===== config.mk =====
export PLATFORM = sky130hd
export DESIGN_NAME = tswc_regs
export DESIGN_NICKNAME = d
export VERILOG_FILES = /design/src/tswc_pkg.sv /design/src/tswc_timeout.sv /design/src/tswc_regs.sv
export SDC_FILE = /design/constraint.sdc
export NUM_CORES = 1
export LEC_CHECK = 0
export ABC_CLOCK_PERIOD_IN_PS = 8140
export BUFFER_PORTS_ARGS = -buffer_cell sky130_fd_sc_hd__buf_2
export CORE_MARGIN = 2
export CORE_UTILIZATION = 45
export DETAILED_ROUTE_END_ITERATION = 7
export PLACE_DENSITY = 0.67
export SYNTH_ARGS = -nofsm -noshare
export SYNTH_HDL_FRONTEND = slang
export SYNTH_HIERARCHICAL = 1
export SYNTH_SLANG_ARGS = --single-unit

===== constraint.sdc =====
create_clock -name aclk -period 8.14 [get_ports aclk]
set_input_delay 0.407 -clock aclk [delete_from_list [all_inputs] [get_ports aclk]]
set_output_delay 0.407 -clock aclk [all_outputs]
set_load 0.005 [all_outputs]

===== src/tswc_pkg.sv =====
/*
 * constants, field layout and carrier types of the stop-window and
 * timeout configuration bank of the time-to-digital converter.
 * assumes a 100 MHz system clock and a 4 MHz high-speed reference.
 */
// Function
// - auto-sum bit set in range 2 sums all pulse results into result.
// - bit 30 selects first-wave layout for both registers, else normal layout.
// - error-value bit forces result to all ones on timeout.
// - two-bit code picks 64, 256, 1024 or 4096 us at 4 MHz; reset 3.
// - normal mode: second stop-enable delay, 14.5 fixed point from start.
// - normal mode: third stop-enable delay; upper five bits kept at 2.
// - low byte of both registers is free storage without effect.
// - first-wave: third stop period count, 5 to 63, above second.
// - first-wave: second stop period count, 4 to 63, above first.
// - first-wave: first stop period count, 3 to 63.
// - first-wave: bit 16 zero enables pulse-width measure, one disables.
// - first-wave: bit 15 picks rising (0) or falling (1) detection edge.
// - first-wave: bit 14 adds plus 20 mV comparator offset.
// - first-wave: bit 13 adds minus 20 mV comparator offset.
// - first-wave: five-bit two's complement fine offset in 1 mV steps.
// - all three stop delays share format and start reference.
package tswc_pkg;
    // register map, byte addresses are four times the index
    localparam int         ADDR_W      = 8;
    localparam logic [7:0] IDX_CFG3    = 8'h03;
    localparam logic [7:0] IDX_CFG4    = 8'h04;
    localparam logic [7:0] ADDR_CFG3   = {IDX_CFG3[5:0], 2'h0};
    localparam logic [7:0] ADDR_CFG4   = {IDX_CFG4[5:0], 2'h0};
    localparam logic [7:0] ADDR_STATUS = 8'h20;
    localparam logic [7:0] ADDR_RESULT = 8'h24;
    localparam logic [1:0] RESP_OKAY   = 2'h0;
    localparam logic [1:0] RESP_SLVERR = 2'h2;

    localparam logic [31:0] CFG3_RST = 32'h1800_0000;
    localparam logic [31:0] CFG4_RST = 32'h1000_0000;

    // fields
    localparam int AUTOSUM_BIT = 31;
    localparam int FW_BIT      = 30;
    localparam int ERRVAL_BIT  = 29;
    localparam int TIMO_LSB    = 27;
    localparam int DELAY_LSB   = 8;
    localparam int DELAY_W     = 19;
    localparam int CNT_W       = 6;
    localparam int CNT1_LSB    = 8;
    localparam int CNT2_LSB    = 14;
    localparam int CNT3_LSB    = 20;
    localparam int PWDIS_BIT   = 16;
    localparam int EDGE_BIT    = 15;
    localparam int OFFP_BIT    = 14;
    localparam int OFFM_BIT    = 13;
    localparam int COMPARATOR_FINE_OFFSET_LSB    = 8;
    localparam int COMPARATOR_FINE_OFFSET_W      = 5;
    localparam int OFFSET_W    = 7;
    localparam logic [5:0] CNT1_MIN = 6'h03;
    localparam logic [5:0] CNT2_MIN = 6'h04;
    localparam logic [5:0] CNT3_MIN = 6'h05;
    localparam logic signed [6:0] COMPARATOR_FINE_OFFSET_COARSE_MV = 7'sh14;

    // status bits
    localparam int ST_FW      = 0;
    localparam int ST_BUSY    = 1;
    localparam int ST_TIMER   = 2;
    localparam int ST_TIMEOUT = 3;
    localparam int ST_CNTERR  = 4;

    // timing
    localparam int CLK_HZ    = 100_000_000;
    localparam int HS_CLK_HZ = 4_000_000;
    localparam int HS_DIV    = CLK_HZ / HS_CLK_HZ;
    localparam int TIMO_US0  = 64;
    localparam int TIMO_US1  = 256;
    localparam int TIMO_US2  = 1024;
    localparam int TIMO_US3  = 4096;
    localparam int TICK_W    = 15;
    localparam logic [14:0] TIMO_TICKS0 = 15'(TIMO_US0 * (HS_CLK_HZ / 1_000_000));
    localparam logic [14:0] TIMO_TICKS1 = 15'(TIMO_US1 * (HS_CLK_HZ / 1_000_000));
    localparam logic [14:0] TIMO_TICKS2 = 15'(TIMO_US2 * (HS_CLK_HZ / 1_000_000));
    localparam logic [14:0] TIMO_TICKS3 = 15'(TIMO_US3 * (HS_CLK_HZ / 1_000_000));

    typedef struct packed {
        logic              first_wave;
        logic [18:0]       delay1;
        logic [18:0]       delay2;
        logic [18:0]       delay3;
        logic [5:0]        count1;
        logic [5:0]        count2;
        logic [5:0]        count3;
    } tswc_stop_cfg_t;

    typedef struct packed {
        logic              pw_enable;
        logic              edge_falling;
        logic signed [6:0] offset_mv;
    } tswc_cmp_cfg_t;
endpackage


===== src/tswc_timeout.sv =====
/*
 * range-2 timeout timer: counts high-speed clock ticks derived from
 * aclk by a divider and pulses expired when the selected span ends.
 * assumes start and stop are single-cycle pulses on aclk.
 */
`timescale 1ns/1ps
module tswc_timeout #(
    parameter int HS_DIV = tswc_pkg::HS_DIV
) (
    // clock and reset
    input  wire logic       aclk,
    input  wire logic       aresetn,
    // control
    input  wire logic       start,
    input  wire logic       stop,
    input  wire logic [1:0] sel,
    // state
    output logic            running,
    output logic            expired
);
    logic [7:0]  div_cnt;
    logic [14:0] tick_cnt;
    logic [14:0] limit;
    logic [14:0] next_limit;
    wire         hs_tick  = running && (div_cnt == 8'(HS_DIV - 1));
    wire         last_tck = hs_tick && (tick_cnt == limit - 15'h1);

    always_comb begin
        case (sel)
            2'h0:    next_limit = tswc_pkg::TIMO_TICKS0;
            2'h1:    next_limit = tswc_pkg::TIMO_TICKS1;
            2'h2:    next_limit = tswc_pkg::TIMO_TICKS2;
            default: next_limit = tswc_pkg::TIMO_TICKS3;
        endcase
    end

    always_ff @(posedge aclk) begin
        if (!aresetn) begin
            running  <= 1'b0;
            expired  <= 1'b0;
            div_cnt  <= 8'h0;
            tick_cnt <= 15'h0;
            limit    <= tswc_pkg::TIMO_TICKS3;
        end else if (start) begin
            running  <= 1'b1;
            expired  <= 1'b0;
            div_cnt  <= 8'h0;
            tick_cnt <= 15'h0;
            limit    <= next_limit;
        end else begin
            expired <= last_tck;
            if (stop || last_tck) begin
                running <= 1'b0;
            end
            if (running) begin
                div_cnt <= hs_tick ? 8'h0 : div_cnt + 8'h1;
            end
            if (hs_tick) begin
                tick_cnt <= tick_cnt + 15'h1;
            end
        end
    end

    a_limit_code: assert property (
        @(posedge aclk) disable iff (!aresetn)
        start && sel == 2'h0 |=> limit == 15'h100)
        else $error("timeout code 0 must give 256 ticks");

    a_expire_count: assert property (
        @(posedge aclk) disable iff (!aresetn)
        expired |-> $past(tick_cnt) == $past(limit) - 15'h1 && $past(hs_tick))
        else $error("timeout fired before the selected span");
endmodule


===== src/tswc_regs.sv =====
/*
 * stop-window, timeout and comparator-offset configuration bank with
 * an axi4-lite slave, result capture for every measurement, auto-sum and timeout in range 2.
 * assumes the measurement core runs on aclk and pulses meas_start,
 * hit_valid and meas_done for one cycle each.
 */
// The AXI4-Lite interface to the registers was chosen for this implementation.
`timescale 1ns/1ps
module tswc_regs #(
    parameter int HS_DIV = tswc_pkg::HS_DIV
) (
    // clock and reset
    input  wire logic        aclk,
    input  wire logic        aresetn,
    // axi4-lite write
    input  wire logic [7:0]  s_axi_awaddr,
    input  wire logic        s_axi_awvalid,
    output logic             s_axi_awready,
    input  wire logic [31:0] s_axi_wdata,
    input  wire logic [3:0]  s_axi_wstrb,
    input  wire logic        s_axi_wvalid,
    output logic             s_axi_wready,
    output logic [1:0]       s_axi_bresp,
    output logic             s_axi_bvalid,
    input  wire logic        s_axi_bready,
    // axi4-lite read
    input  wire logic [7:0]  s_axi_araddr,
    input  wire logic        s_axi_arvalid,
    output logic             s_axi_arready,
    output logic [31:0]      s_axi_rdata,
    output logic [1:0]       s_axi_rresp,
    output logic             s_axi_rvalid,
    input  wire logic        s_axi_rready,
    // measurement core
    input  wire logic [18:0] first_stop_delay,
    input  wire logic        range2_active,
    input  wire logic        meas_start,
    input  wire logic        meas_done,
    input  wire logic        hit_valid,
    input  wire logic [31:0] hit_value,
    // configuration and results
    output tswc_pkg::tswc_stop_cfg_t stop_cfg,
    output tswc_pkg::tswc_cmp_cfg_t  cmp_cfg,
    output logic [31:0]      result_value,
    output logic             result_valid,
    output logic             timeout_flag
);
    logic [31:0] cfg3;
    logic [31:0] cfg4;
    logic        aw_held;
    logic        w_held;
    logic [7:0]  wr_addr;
    logic [31:0] wr_data;
    logic [3:0]  wr_strb;
    logic        busy;
    logic        timed_out;
    logic [31:0] accum;
    logic [31:0] last_hit;
    logic        timer_running;
    logic        timer_expired;

    function automatic logic [31:0] merge(input logic [31:0] old,
                                          input logic [31:0] data,
                                          input logic [3:0]  strb);
        logic [31:0] res;
        res = old;
        for (int i = 0; i < 4; i++) begin
            if (strb[i]) begin
                res[8*i +: 8] = data[8*i +: 8];
            end
        end
        return res;
    endfunction

    // write path: address and data may arrive in either order
    wire aw_take  = s_axi_awvalid && s_axi_awready;
    wire w_take   = s_axi_wvalid && s_axi_wready;
    wire wr_go    = aw_held && w_held && !s_axi_bvalid;
    wire b_take   = s_axi_bvalid && s_axi_bready;
    wire hit3_w   = wr_addr == tswc_pkg::ADDR_CFG3;
    wire hit4_w   = wr_addr == tswc_pkg::ADDR_CFG4;
    wire ro_w     = wr_addr == tswc_pkg::ADDR_STATUS || wr_addr == tswc_pkg::ADDR_RESULT;
    wire wr_ok    = hit3_w || hit4_w || ro_w;
    // the free tag bytes are stored like any other field and read back
    wire [31:0] next_cfg3 = (wr_go && hit3_w) ? merge(cfg3, wr_data, wr_strb) : cfg3;
    wire [31:0] next_cfg4 = (wr_go && hit4_w) ? merge(cfg4, wr_data, wr_strb) : cfg4;

    always_ff @(posedge aclk) begin
        if (!aresetn) begin
            cfg3 <= tswc_pkg::CFG3_RST;
            cfg4 <= tswc_pkg::CFG4_RST;
        end else begin
            cfg3 <= next_cfg3;
            cfg4 <= next_cfg4;
        end
    end

    always_ff @(posedge aclk) begin
        if (!aresetn) begin
            aw_held       <= 1'b0;
            w_held        <= 1'b0;
            wr_addr       <= 8'h0;
            wr_data       <= 32'h0;
            wr_strb       <= 4'h0;
            s_axi_awready <= 1'b1;
            s_axi_wready  <= 1'b1;
            s_axi_bvalid  <= 1'b0;
            s_axi_bresp   <= tswc_pkg::RESP_OKAY;
        end else begin
            if (aw_take) begin
                aw_held       <= 1'b1;
                wr_addr       <= s_axi_awaddr;
                s_axi_awready <= 1'b0;
            end
            if (w_take) begin
                w_held       <= 1'b1;
                wr_data      <= s_axi_wdata;
                wr_strb      <= s_axi_wstrb;
                s_axi_wready <= 1'b0;
            end
            if (wr_go) begin
                aw_held      <= 1'b0;
                w_held       <= 1'b0;
                s_axi_bvalid <= 1'b1;
                s_axi_bresp  <= wr_ok ? tswc_pkg::RESP_OKAY : tswc_pkg::RESP_SLVERR;
            end
            // ready comes back only after the response, one write at a time
            if (b_take) begin
                s_axi_bvalid  <= 1'b0;
                s_axi_awready <= 1'b1;
                s_axi_wready  <= 1'b1;
            end
        end
    end

    // decode of the two layouts
    wire        fw_mode = cfg3[tswc_pkg::FW_BIT];
    wire [5:0]  cnt1    = cfg3[tswc_pkg::CNT1_LSB +: tswc_pkg::CNT_W];
    wire [5:0]  cnt2    = cfg3[tswc_pkg::CNT2_LSB +: tswc_pkg::CNT_W];
    wire [5:0]  cnt3    = cfg3[tswc_pkg::CNT3_LSB +: tswc_pkg::CNT_W];
    // software owns the ordering; out-of-range counts are only reported
    wire        cnt_err = fw_mode && (cnt1 < tswc_pkg::CNT1_MIN
                          || cnt2 < tswc_pkg::CNT2_MIN || cnt2 <= cnt1
                          || cnt3 < tswc_pkg::CNT3_MIN || cnt3 <= cnt2);
    wire [4:0]  fine    = cfg4[tswc_pkg::COMPARATOR_FINE_OFFSET_LSB +: tswc_pkg::COMPARATOR_FINE_OFFSET_W];
    wire signed [6:0] fine_mv  = {{2{fine[4]}}, fine};
    wire signed [6:0] plus_mv  = cfg4[tswc_pkg::OFFP_BIT] ? tswc_pkg::COMPARATOR_FINE_OFFSET_COARSE_MV : 7'sh0;
    wire signed [6:0] minus_mv = cfg4[tswc_pkg::OFFM_BIT] ? tswc_pkg::COMPARATOR_FINE_OFFSET_COARSE_MV : 7'sh0;
    wire [18:0] dly2 = cfg3[tswc_pkg::DELAY_LSB +: tswc_pkg::DELAY_W];
    wire [18:0] dly3 = cfg4[tswc_pkg::DELAY_LSB +: tswc_pkg::DELAY_W];

    tswc_pkg::tswc_stop_cfg_t next_stop;
    tswc_pkg::tswc_cmp_cfg_t  next_cmp;
    // all three delays pass the same register stage so they line up
    assign next_stop.first_wave = fw_mode;
    assign next_stop.delay1     = fw_mode ? 19'h0 : first_stop_delay;
    assign next_stop.delay2     = fw_mode ? 19'h0 : dly2;
    assign next_stop.delay3     = fw_mode ? 19'h0 : dly3;
    assign next_stop.count1     = fw_mode ? cnt1 : 6'h0;
    assign next_stop.count2     = fw_mode ? cnt2 : 6'h0;
    assign next_stop.count3     = fw_mode ? cnt3 : 6'h0;
    assign next_cmp.pw_enable    = fw_mode && !cfg4[tswc_pkg::PWDIS_BIT];
    assign next_cmp.edge_falling = fw_mode && cfg4[tswc_pkg::EDGE_BIT];
    assign next_cmp.offset_mv    = fw_mode ? fine_mv + plus_mv - minus_mv : 7'sh0;

    always_ff @(posedge aclk) begin
        if (!aresetn) begin
            stop_cfg <= '0;
            cmp_cfg  <= '0;
        end else begin
            stop_cfg <= next_stop;
            cmp_cfg  <= next_cmp;
        end
    end

    // measurement result capture
    wire        autosum_on = cfg3[tswc_pkg::AUTOSUM_BIT] && range2_active;
    wire        err_on     = cfg3[tswc_pkg::ERRVAL_BIT];
    wire        hit_now    = busy && hit_valid;
    wire        done_now   = busy && meas_done;
    wire        tmo_now    = busy && timer_expired && !meas_done;
    wire [31:0] next_accum = accum + (hit_now ? hit_value : 32'h0);
    wire [31:0] next_last  = hit_now ? hit_value : last_hit;
    wire [31:0] partial    = autosum_on ? next_accum : next_last;
    wire [31:0] tmo_value  = err_on ? 32'hffff_ffff : partial;

    tswc_timeout #(
        .HS_DIV (HS_DIV)
    ) u_timeout (
        .aclk    (aclk),
        .aresetn (aresetn),
        .start   (meas_start && range2_active),
        // a restart outside range 2 must not inherit a running timer
        .stop    (done_now || (meas_start && !range2_active)),
        .sel     (cfg3[tswc_pkg::TIMO_LSB +: 2]),
        .running (timer_running),
        .expired (timer_expired)
    );

    always_ff @(posedge aclk) begin
        if (!aresetn) begin
            busy         <= 1'b0;
            timed_out    <= 1'b0;
            accum        <= 32'h0;
            last_hit     <= 32'h0;
            result_value <= 32'h0;
            result_valid <= 1'b0;
            timeout_flag <= 1'b0;
        end else begin
            result_valid <= 1'b0;
            timeout_flag <= 1'b0;
            if (meas_start) begin
                busy      <= 1'b1;
                timed_out <= 1'b0;
                accum     <= 32'h0;
                last_hit  <= 32'h0;
            end else if (done_now) begin
                busy         <= 1'b0;
                result_value <= partial;
                result_valid <= 1'b1;
            end else if (tmo_now) begin
                busy         <= 1'b0;
                timed_out    <= 1'b1;
                result_value <= tmo_value;
                result_valid <= 1'b1;
                timeout_flag <= 1'b1;
            end else begin
                accum    <= next_accum;
                last_hit <= next_last;
            end
        end
    end

    // read path, answered one cycle after the address is taken
    wire        ar_take = s_axi_arvalid && s_axi_arready;
    wire        r_take  = s_axi_rvalid && s_axi_rready;
    wire [31:0] status  = {27'h0, cnt_err, timed_out, timer_running, busy, fw_mode};
    wire        rd_ok   = s_axi_araddr == tswc_pkg::ADDR_CFG3
                       || s_axi_araddr == tswc_pkg::ADDR_CFG4
                       || s_axi_araddr == tswc_pkg::ADDR_STATUS
                       || s_axi_araddr == tswc_pkg::ADDR_RESULT;
    wire [31:0] rd_mux  = s_axi_araddr == tswc_pkg::ADDR_CFG3   ? cfg3 :
                          s_axi_araddr == tswc_pkg::ADDR_CFG4   ? cfg4 :
                          s_axi_araddr == tswc_pkg::ADDR_STATUS ? status :
                          s_axi_araddr == tswc_pkg::ADDR_RESULT ? result_value : 32'h0;

    always_ff @(posedge aclk) begin
        if (!aresetn) begin
            s_axi_arready <= 1'b1;
            s_axi_rvalid  <= 1'b0;
            s_axi_rdata   <= 32'h0;
            s_axi_rresp   <= tswc_pkg::RESP_OKAY;
        end else if (ar_take) begin
            s_axi_arready <= 1'b0;
            s_axi_rvalid  <= 1'b1;
            s_axi_rdata   <= rd_mux;
            s_axi_rresp   <= rd_ok ? tswc_pkg::RESP_OKAY : tswc_pkg::RESP_SLVERR;
        end else if (r_take) begin
            s_axi_rvalid  <= 1'b0;
            s_axi_arready <= 1'b1;
        end
    end

    a_read_answer: assert property (
        @(posedge aclk) disable iff (!aresetn)
        ar_take |=> s_axi_rvalid && !s_axi_arready)
        else $error("read not answered in one cycle");

    a_write_answer: assert property (
        @(posedge aclk) disable iff (!aresetn)
        aw_take && w_take |=> wr_go ##1 s_axi_bvalid)
        else $error("write response not raised two cycles after take");

    a_reset_defaults: assert property (
        @(posedge aclk) disable iff (!aresetn)
        $past(!aresetn) |-> cfg3 == 32'h1800_0000 && cfg4[31:27] == 5'h02 && !fw_mode)
        else $error("registers not at defaults after reset");

    a_layout_follow: assert property (
        @(posedge aclk) disable iff (!aresetn)
        ##1 stop_cfg.first_wave == $past(cfg3[30])
            && (stop_cfg.first_wave || stop_cfg.count1 == 6'h0))
        else $error("layout does not follow the first-wave bit");

    a_normal_delay: assert property (
        @(posedge aclk) disable iff (!aresetn)
        !cfg3[30] |=> stop_cfg.delay2 == $past(cfg3[26:8])
            && stop_cfg.delay3 == $past(cfg4[26:8]))
        else $error("normal-mode delays not passed on");

    a_tag_inert: assert property (
        @(posedge aclk) disable iff (!aresetn)
        ##1 cfg3[31:8] == $past(cfg3[31:8]) && cfg4[31:8] == $past(cfg4[31:8])
            && first_stop_delay == $past(first_stop_delay)
        |=> $stable(stop_cfg) && $stable(cmp_cfg))
        else $error("tag byte changed the configuration outputs");

    a_offset_sum: assert property (
        @(posedge aclk) disable iff (!aresetn)
        cfg3[30] && cfg4[14:8] == 7'h5f |=> cmp_cfg.offset_mv == 7'sh13)
        else $error("plus 20 mV with -1 mV fine must give 19 mV");

    a_edge_pw: assert property (
        @(posedge aclk) disable iff (!aresetn)
        cfg3[30] |=> cmp_cfg.pw_enable == !$past(cfg4[16])
            && cmp_cfg.edge_falling == $past(cfg4[15]))
        else $error("pulse width or edge control wrong");

    a_autosum_result: assert property (
        @(posedge aclk) disable iff (!aresetn)
        done_now && !meas_start && autosum_on
        |=> result_valid && result_value == $past(next_accum))
        else $error("range-2 sum not written to result");

    a_error_force: assert property (
        @(posedge aclk) disable iff (!aresetn)
        tmo_now && !meas_start && err_on
        |=> result_value == 32'hffff_ffff && timeout_flag ##1 !timeout_flag)
        else $error("timeout did not force all ones");

    a_count_check: assert property (
        @(posedge aclk) disable iff (!aresetn)
        cfg3[30] && cfg3[13:8] < 6'h03 |-> status[4])
        else $error("first count below 3 not reported");

    a_fw_delays_zero: assert property (
        @(posedge aclk) disable iff (!aresetn)
        cfg3[30] |=> stop_cfg.delay1 == 19'h0 && stop_cfg.delay2 == 19'h0
            && stop_cfg.delay3 == 19'h0)
        else $error("delays not cleared in first-wave layout");

    a_normal_cmp_zero: assert property (
        @(posedge aclk) disable iff (!aresetn)
        !cfg3[30] |=> cmp_cfg == 9'h0 && stop_cfg.count3 == 6'h0)
        else $error("first-wave fields active in normal layout");

    a_fine_offset: assert property (
        @(posedge aclk) disable iff (!aresetn)
        cfg3[30] && cfg4[14:13] == 2'h0 |=> cmp_cfg.offset_mv == $signed($past(cfg4[12:8])))
        else $error("fine offset not passed as two's complement");

    a_minus_coarse: assert property (
        @(posedge aclk) disable iff (!aresetn)
        cfg3[30] && cfg4[14:8] == 7'h2f |=> cmp_cfg.offset_mv == 7'h7b)
        else $error("minus 20 mV with 15 mV fine must give -5 mV");
endmodule


==> impl_metrics.yaml, run 1 <==
run_status:
  outcome: "finished, final reports clean"
floorplan:
  num_rows: 68
  die_h_um: 192.1
  start_util_pct: 45.85
  die-width_um: 192.1
  io_pins: 274
  core_um2: 34710
  dieArea_um2: 36890
power:
  leakagePower_nw: 8.248
  power_mw: 4.000
  p_per_area_nw_per_um2: 211.5
  vdd_ir_drop_max_uv: 172.3
synthesis:
  yosysMostFrequentCell: "dfxtp_1"
  synth_ff_type: "dfxtp_1"
  avgSynthCellArea_um2: 8.887
  ys_top_cells_by_area: "dfxtp_1, nand2_1, a21boi_0"
  synthTopCellsByCount: "dfxtp_1, nand2_1, a21boi_0"
  async_flop_share_pct: 0
  syn_inst: 1791
  yosys_warnings: 6
  synth-seq-cells: 363
  yosysTopAreaCell: "dfxtp_1"
  synth_edf_count: 0
  synth_top_area_share_pct: 45.66
  ys_seq_area_share_pct: 45.66
  netlist_area_um2: 15920
  synth.distinct_cells: 69
worst_hold_path:
  hold_path.class: "in -> reg"
  hold_depth: 2
routing:
  drc: 0
  wl_met1_um: 21260
  drt_iter0_drc: 1141
  drtAntennaViolNets: 0
  viasPerCell: 5.712
  first_pass_iters: 7
  wl_per_cell_um: 19.85
  num_vias: 14220
  totalWireLength_um: 49420
  route.met3.wl_um: 3677
  met2_length_um: 22840
  top_layer_used: "met5"
clock_network:
  cts_sinks: 363
  numCtsBuffers: 40
  tritoncts: "yes"
  cts-root-buf: "clkbuf_16"
  holdBufCountCts: 0
  clkTransAtPathRegs_ns: 0.06
  cts_htree_levels: 2
  post_cts_buffers: 0
  clockBufferDepth: 3
  clk_latency_ns: 0.54
  cts_resized: 0
finish:
  nFillCells: 3221
  final_nets: 2174
  drive_above_1_share_pct: 18.49
  final_util_pct: 54.48
  multi_input_area_um2: 8046
  regArea_um2: 7267
  area_growth_pct: 18.82
  instances_no_fill: 2489
timing:
  finalSetupTns_ns: 0
  worst_slew_pin_slew_ns: 1.167
  finalCritPeriodShare_pct: 47.75
  hold_violations: 0
  slew_headroom_pct: 21.75
  rsz0062_at_grt: "false"
  max_clock_freq_ghz: 0.2573
  setup_viol: 0
  fin_skew_ns: 0.01720
  fin_crit_ns: 3.887
  final_max_slew_viol_count: 0
global_routing:
  grt_pass1_vias: 13400
  grt_pass1_wl_um: 74980
  antenna_found_initial: 5
  grt_max_degree: 106
  grt_use_total_pct: 26.04
  grt_overflow: 0
setup_path:
  cp.arrival_ns: 4.33
  slowest_stage: "dfxtp_1"
  reg2reg_setup_slack_ns: 4.25
  cp_cell_sequence: "and3_1, ha_1, nand4_1, o22ai_1, nor4_1, a211oi_1, o21ai_0, and3_1, o31ai_1"
  cpMostUsedCell: "and3_1"
  path_depth: 9
  crit_buf_inv: 0
  cp.required_ns: 8.59
  worst_r2r_path_depth: 9
  crit_path_max_incr_delay_ns: 1.06
  startpoint_type: "flip-flop"
  cp-end-kind: "flip-flop"
  worstSetupPathType: "reg -> reg"
  crit_fanout: 35
  cp_top_family: "compound AO/OA/AOI/OAI gates"
flow_run:
  drv_cap: 0
placement:
  io_buffer_count: 271
  placedCellCount: 2418
  hpwl_um: 35260
  gp_congestion: 0.9680
==> final cells by class <==
type | count | area share, %
clock buffers | 54 | 6.212
diodes | 1 | 0.01323
well taps | 455 | 3.010
multi-input cells | 1267 | 42.55
clock inverters | 16 | 1.039
inverters | 45 | 0.8932
flip-flops and latches | 363 | 38.43
repair buffers | 288 | 7.860
==> layer usage <==
metal | track usage (%) | up-vias
met1 | 34.15 | 6766
met2 | 43.04 | 520
met5 | 0 | -
met4 | 8.955 | 8
met3 | 4.824 | 101
li1 | - | 6821
==> power by group <==
part           internal, mW  switching, mW
clock                  1.14          0.739
combinational         0.101          0.151
sequential             1.82         0.0470
==> sequential cells by signal, summed over array words and instances (netlist names), 4 cells and up <==
name	flops
stop_cfg	76
accum	32
cfg3	32
cfg4	32
last_hit	32
result_value	32
s_axi_rdata	32
wr_data	32
u_timeout/tick_cnt	15
cmp_cfg	9
u_timeout/div_cnt	8
wr_addr	8
u_timeout/limit	4
wr_strb	4
==> per-stage QoR <==
step / instance area, µm² / hold WS, ns / setup slack (ns)
after floorplan: 15920 / 0.4212 / 5.127
after global placement: 17540 / 0.4404 / 4.473
after detailed placement: 17540 / 0.4509 / 4.386
after CTS: 18910 / 0.05716 / 4.352
after global routing: 18910 / 0.06487 / 4.025
final: 18910 / 0.06732 / 4.253
==> cell usage in the layout, fill, tap and decap left out, drive strengths merged, types with 8 or more instances in the layout <==
cell type / netlist / final
dfxtp: 363 / 363
nand3: 94 / 94
o211a: 30 / 30
a222oi: 27 / 27
ha: 52 / 52
clkinv: 0 / 8
xnor2: 28 / 28
a21oi: 86 / 86
nor2b: 14 / 14
and2: 69 / 69
a221oi: 18 / 18
nor4: 9 / 9
nor3: 16 / 16
nand2b: 11 / 11
a211o: 12 / 12
o21ai: 96 / 96
xor2: 20 / 20
nor2: 78 / 78
nand4: 13 / 13
buf: 17 / 288
a31oi: 13 / 13
and3: 42 / 42
clkbuf: 100 / 54
mux2i: 11 / 11
a21o: 14 / 14
nand2: 271 / 271
a22o: 47 / 47
o211ai: 10 / 10
inv: 45 / 47
a21boi: 111 / 111
o21a: 9 / 9
==> logic make-up (layout without fill, tap and decap cells) <==
kind of cell    after synthesis  in the layout  share of synthesized area [%]
xor+xnor                     48             48                          2.641
compound gates              508            508                          22.75
fa+ha+maj                    55             55                          4.465
buf+inv                     162            403                          4.151
mux                          11             11                         0.6918
flops                       363            363                          45.66
simple gates                643            643                          19.62
other cells                   1              3                        0.02356
==> path summary, 6_finish.rpt <==
check / start / endpoint
worst min-delay path: first_stop_delay[18] / stop_cfg[74]$_SDFF_PP0_
worst max register to register: busy$_SDFFE_PN0P_ / accum[27]$_SDFFE_PP0P_
worst max-delay path: busy$_SDFFE_PN0P_ / accum[27]$_SDFFE_PP0P_
worst min register to register: accum[13]$_SDFFE_PP0P_ / accum[13]$_SDFFE_PP0P_
No activity file was read; power rests on OpenSTA's default activity.
==> inputs of run 2 (changes only) <==
- ABC_AREA: unset -> 1
- ABC_CLOCK_PERIOD_IN_PS: 8140 -> 3200
- PLACE_DENSITY: 0.67 -> 0.69
- clock period: 8.14 -> 3.2 ns (I/O delays scaled with it)
==> run 2 against run 1 <==
  * Synthesized cell count grew 27%
  * Critical endpoint is now result_value[10]$_SDFFE_PN0P_
  * Clock skew grew 0.0027 ns
  * Area after synthesis grew 5.8%
  * Global-route usage grew 1.3 points
  * First-iteration DRC count grew 2.4%
  * Sequential power grew to 2.5 times the previous value
==> impl_metrics.yaml, run 2 <==
power:
  p_per_area_nw_per_um2: 473.9
  switching_share_pct: 24.91
  clkPwrFrac_pct: 43.6
  leakagePower_nw: 9.397
  vdd_ir_drop_max_uv: 354.5
  power.internal_mw: 7.244
  combPwrFrac_pct: 7.5
  pwr-share-seq_pct: 48.9
  p_switching_mw: 2.403
timing:
  slew_headroom_pct: 37.53
  hold-worst-slack_ns: 0.04920
  worst_slack_ns: 0.4932
  finalSetupTns_ns: 0
  setup_viol: 0
  fin_skew_ns: 0.01992
  rsz0062_at_grt: "false"
  finalCritPeriodShare_pct: 84.59
  fin_crit_ns: 2.707
  worst_slew_pin_slew_ns: 0.9370
  max_clock_freq_ghz: 0.3694
  hold_violations: 0
  final_max_slew_viol_count: 0
routing:
  drc: 0
  first_pass_iters: 5
  totalWireLength_um: 54130
  wl_per_cell_um: 17.55
  drtAntennaViolNets: 0
  drt_iter0_drc: 1168
  num_vias: 16290
  viasPerCell: 5.283
synthesis:
  yosys.area_share.simple_pct: 23.77
  synthAdderAreaFrac_pct: 4.220
  synth_ff_type: "dfxtp_1"
  yosys_warnings: 6
  synth.mux.area_fraction_pct: 0
  synth.distinct_cells: 54
  synth-seq-cells: 363
  yosysTopAreaCell: "dfxtp_1"
  yosysMostFrequentCell: "nand2_1"
  synth_xor_area_share_pct: 1.092
  synthTopCellsByCount: "nand2_1, dfxtp_1, nor2_1"
  synth_top_area_share_pct: 43.15
  async_flop_share_pct: 0
  ys_seq_area_share_pct: 43.15
  synth_edf_count: 0
  avgSynthCellArea_um2: 7.383
  netlist_area_um2: 16840
  synth_compound_area_share_pct: 18.27
  ys_top_cells_by_area: "dfxtp_1, nand2_1, nor2_1"
  synth_top_family_by_area: "simple AND/OR/NAND/NOR gates"
  syn_inst: 2281
floorplan:
  io_pins: 274
  start_util_pct: 45.89
  die_h_um: 197.4
  num_rows: 70
  core_um2: 36700
  dieArea_um2: 38980
  die-width_um: 197.4
setup_path:
  r2r-start: "busy$_SDFFE_PN0P_"
  worstSetupPathType: "reg -> reg"
  cp.arrival_ns: 3.18
  cp.required_ns: 3.67
  cp-end-kind: "flip-flop"
  crit_fanout: 17
  critPathLaunch: "busy$_SDFFE_PN0P_"
  startpoint_type: "flip-flop"
worst_hold_path:
  hold_path.class: "in -> reg"
  hp-start: "aresetn"
clock_network:
  post_cts_buffers: 0
  cts_sinks: 363
  numCtsBuffers: 39
  clk_latency_ns: 0.56
  cts_htree_levels: 2
  cts_resized: 0
  cts-root-buf: "clkbuf_16"
  tritoncts: "yes"
  clockBufferDepth: 3
  clkTransAtPathRegs_ns: 0.06
  holdBufCountCts: 69
global_routing:
  grt_pass1_vias: 15720
  grt_use_total_pct: 27.35
  grt_pass1_wl_um: 84150
  grt_overflow: 0
  grt_max_degree: 63
  antenna_found_initial: 0
finish:
  mostFrequentLayoutCells: "nand2_1, dfxtp_1, nor2_1"
  final_common_cell: "nand2_1"
  area_growth_pct: 20.90
  drive_above_1_share_pct: 16.67
  final_util_pct: 55.48
  nFillCells: 3468
  n_antenna_cell: 0
  largest_register: "stop_cfg"
  largest_reg_flops: 76
  stdcell_area_um2: 20360
  final_nets: 2758
run_status:
  outcome: "finished, final reports clean"
flow_run:
  drv_cap: 0
placement:
  hpwl_um: 39330
  gp_congestion: 1.020
  place_area_um2: 18510
  dp_slack_ns: 0.5450
  io_buffer_count: 271
[run 2: critical path: stages, from the launching register on]
cell and delay (ns):
dfxtp_1 0.34, nand2_1 0.15, buf_4 0.26, buf_4 0.23
nor2_1 0.06, ha_1 0.35, a21oi_1 0.33, nand2_1 0.10
nand2_1 0.09, nand3b_1 0.20, xnor2_1 0.20, or2_0 0.20
a21oi_1 0.11
[run 2: power by group through the flow]
stage / Sequential, mW / Combinational (mW) / Clock, mW
after floorplan: 4.79 / 0.384 / 0
after global placement: 4.82 / 0.633 / 0
after detailed placement: 4.82 / 0.644 / 0
after CTS: 4.72 / 0.714 / 4.27
after global routing: 4.73 / 0.796 / 4.46
final: 4.72 / 0.720 / 4.21
[run 2: final cells by class]
cell class	instances	area, µm²	share of cell area, %
multi-input cells	1522	7991	39.25
flip-flops and latches	363	7267	35.69
repair buffers	365	2237	10.99
inverters	298	1119	5.494
clock buffers	54	1062	5.218
well taps	468	585.6	2.876
clock inverters	14	97.59	0.4794
[run 2: through the flow]
stage          std cells  power [mW]
3_3_place_gp        2947       5.450
3_5_place_dp        2947       5.462
6_report            3084       9.648
5_1_grt             3084       9.988
2_1_floorplan       2282       5.173
4_1_cts             3084       9.708
[run 2: metal layers]
layer | vias to the layer above | wire [µm] | global-route usage (%)
met5 | - | 0 | 0
met4 | 0 | 1718 | 9.607
met3 | 101 | 4296 | 4.968
met2 | 621 | 24260 | 44.50
met1 | 7554 | 23860 | 36.42
li1 | 8016 | - | -
[run 2: cell families (layout without fill, tap and decap cells)]
| group | after synthesis | in the layout |
|---|---|---|
| other | 1 | 2 |
| buffers and inverters | 397 | 731 |
| AND/OR/NAND/NOR | 935 | 935 |
| flip-flops | 363 | 363 |
| adder cells (fa/ha/maj) | 55 | 55 |
| AO/OA/AOI/OAI | 509 | 509 |
| XOR/XNOR | 21 | 21 |
[run 2: final timing paths]
path | endpoint | slack (ns) | depth (start not counted)
worst max register to register | result_value[10]$_SDFFE_PN0P_ | 0.49 | 12
worst min-delay path | wr_data[8]$_SDFFE_PN0P_ | 0.05 | 3
worst min register to register | cmp_cfg[8]$_SDFF_PN0_ | 0.42 | 1
worst max-delay path | result_value[10]$_SDFFE_PN0P_ | 0.49 | 12
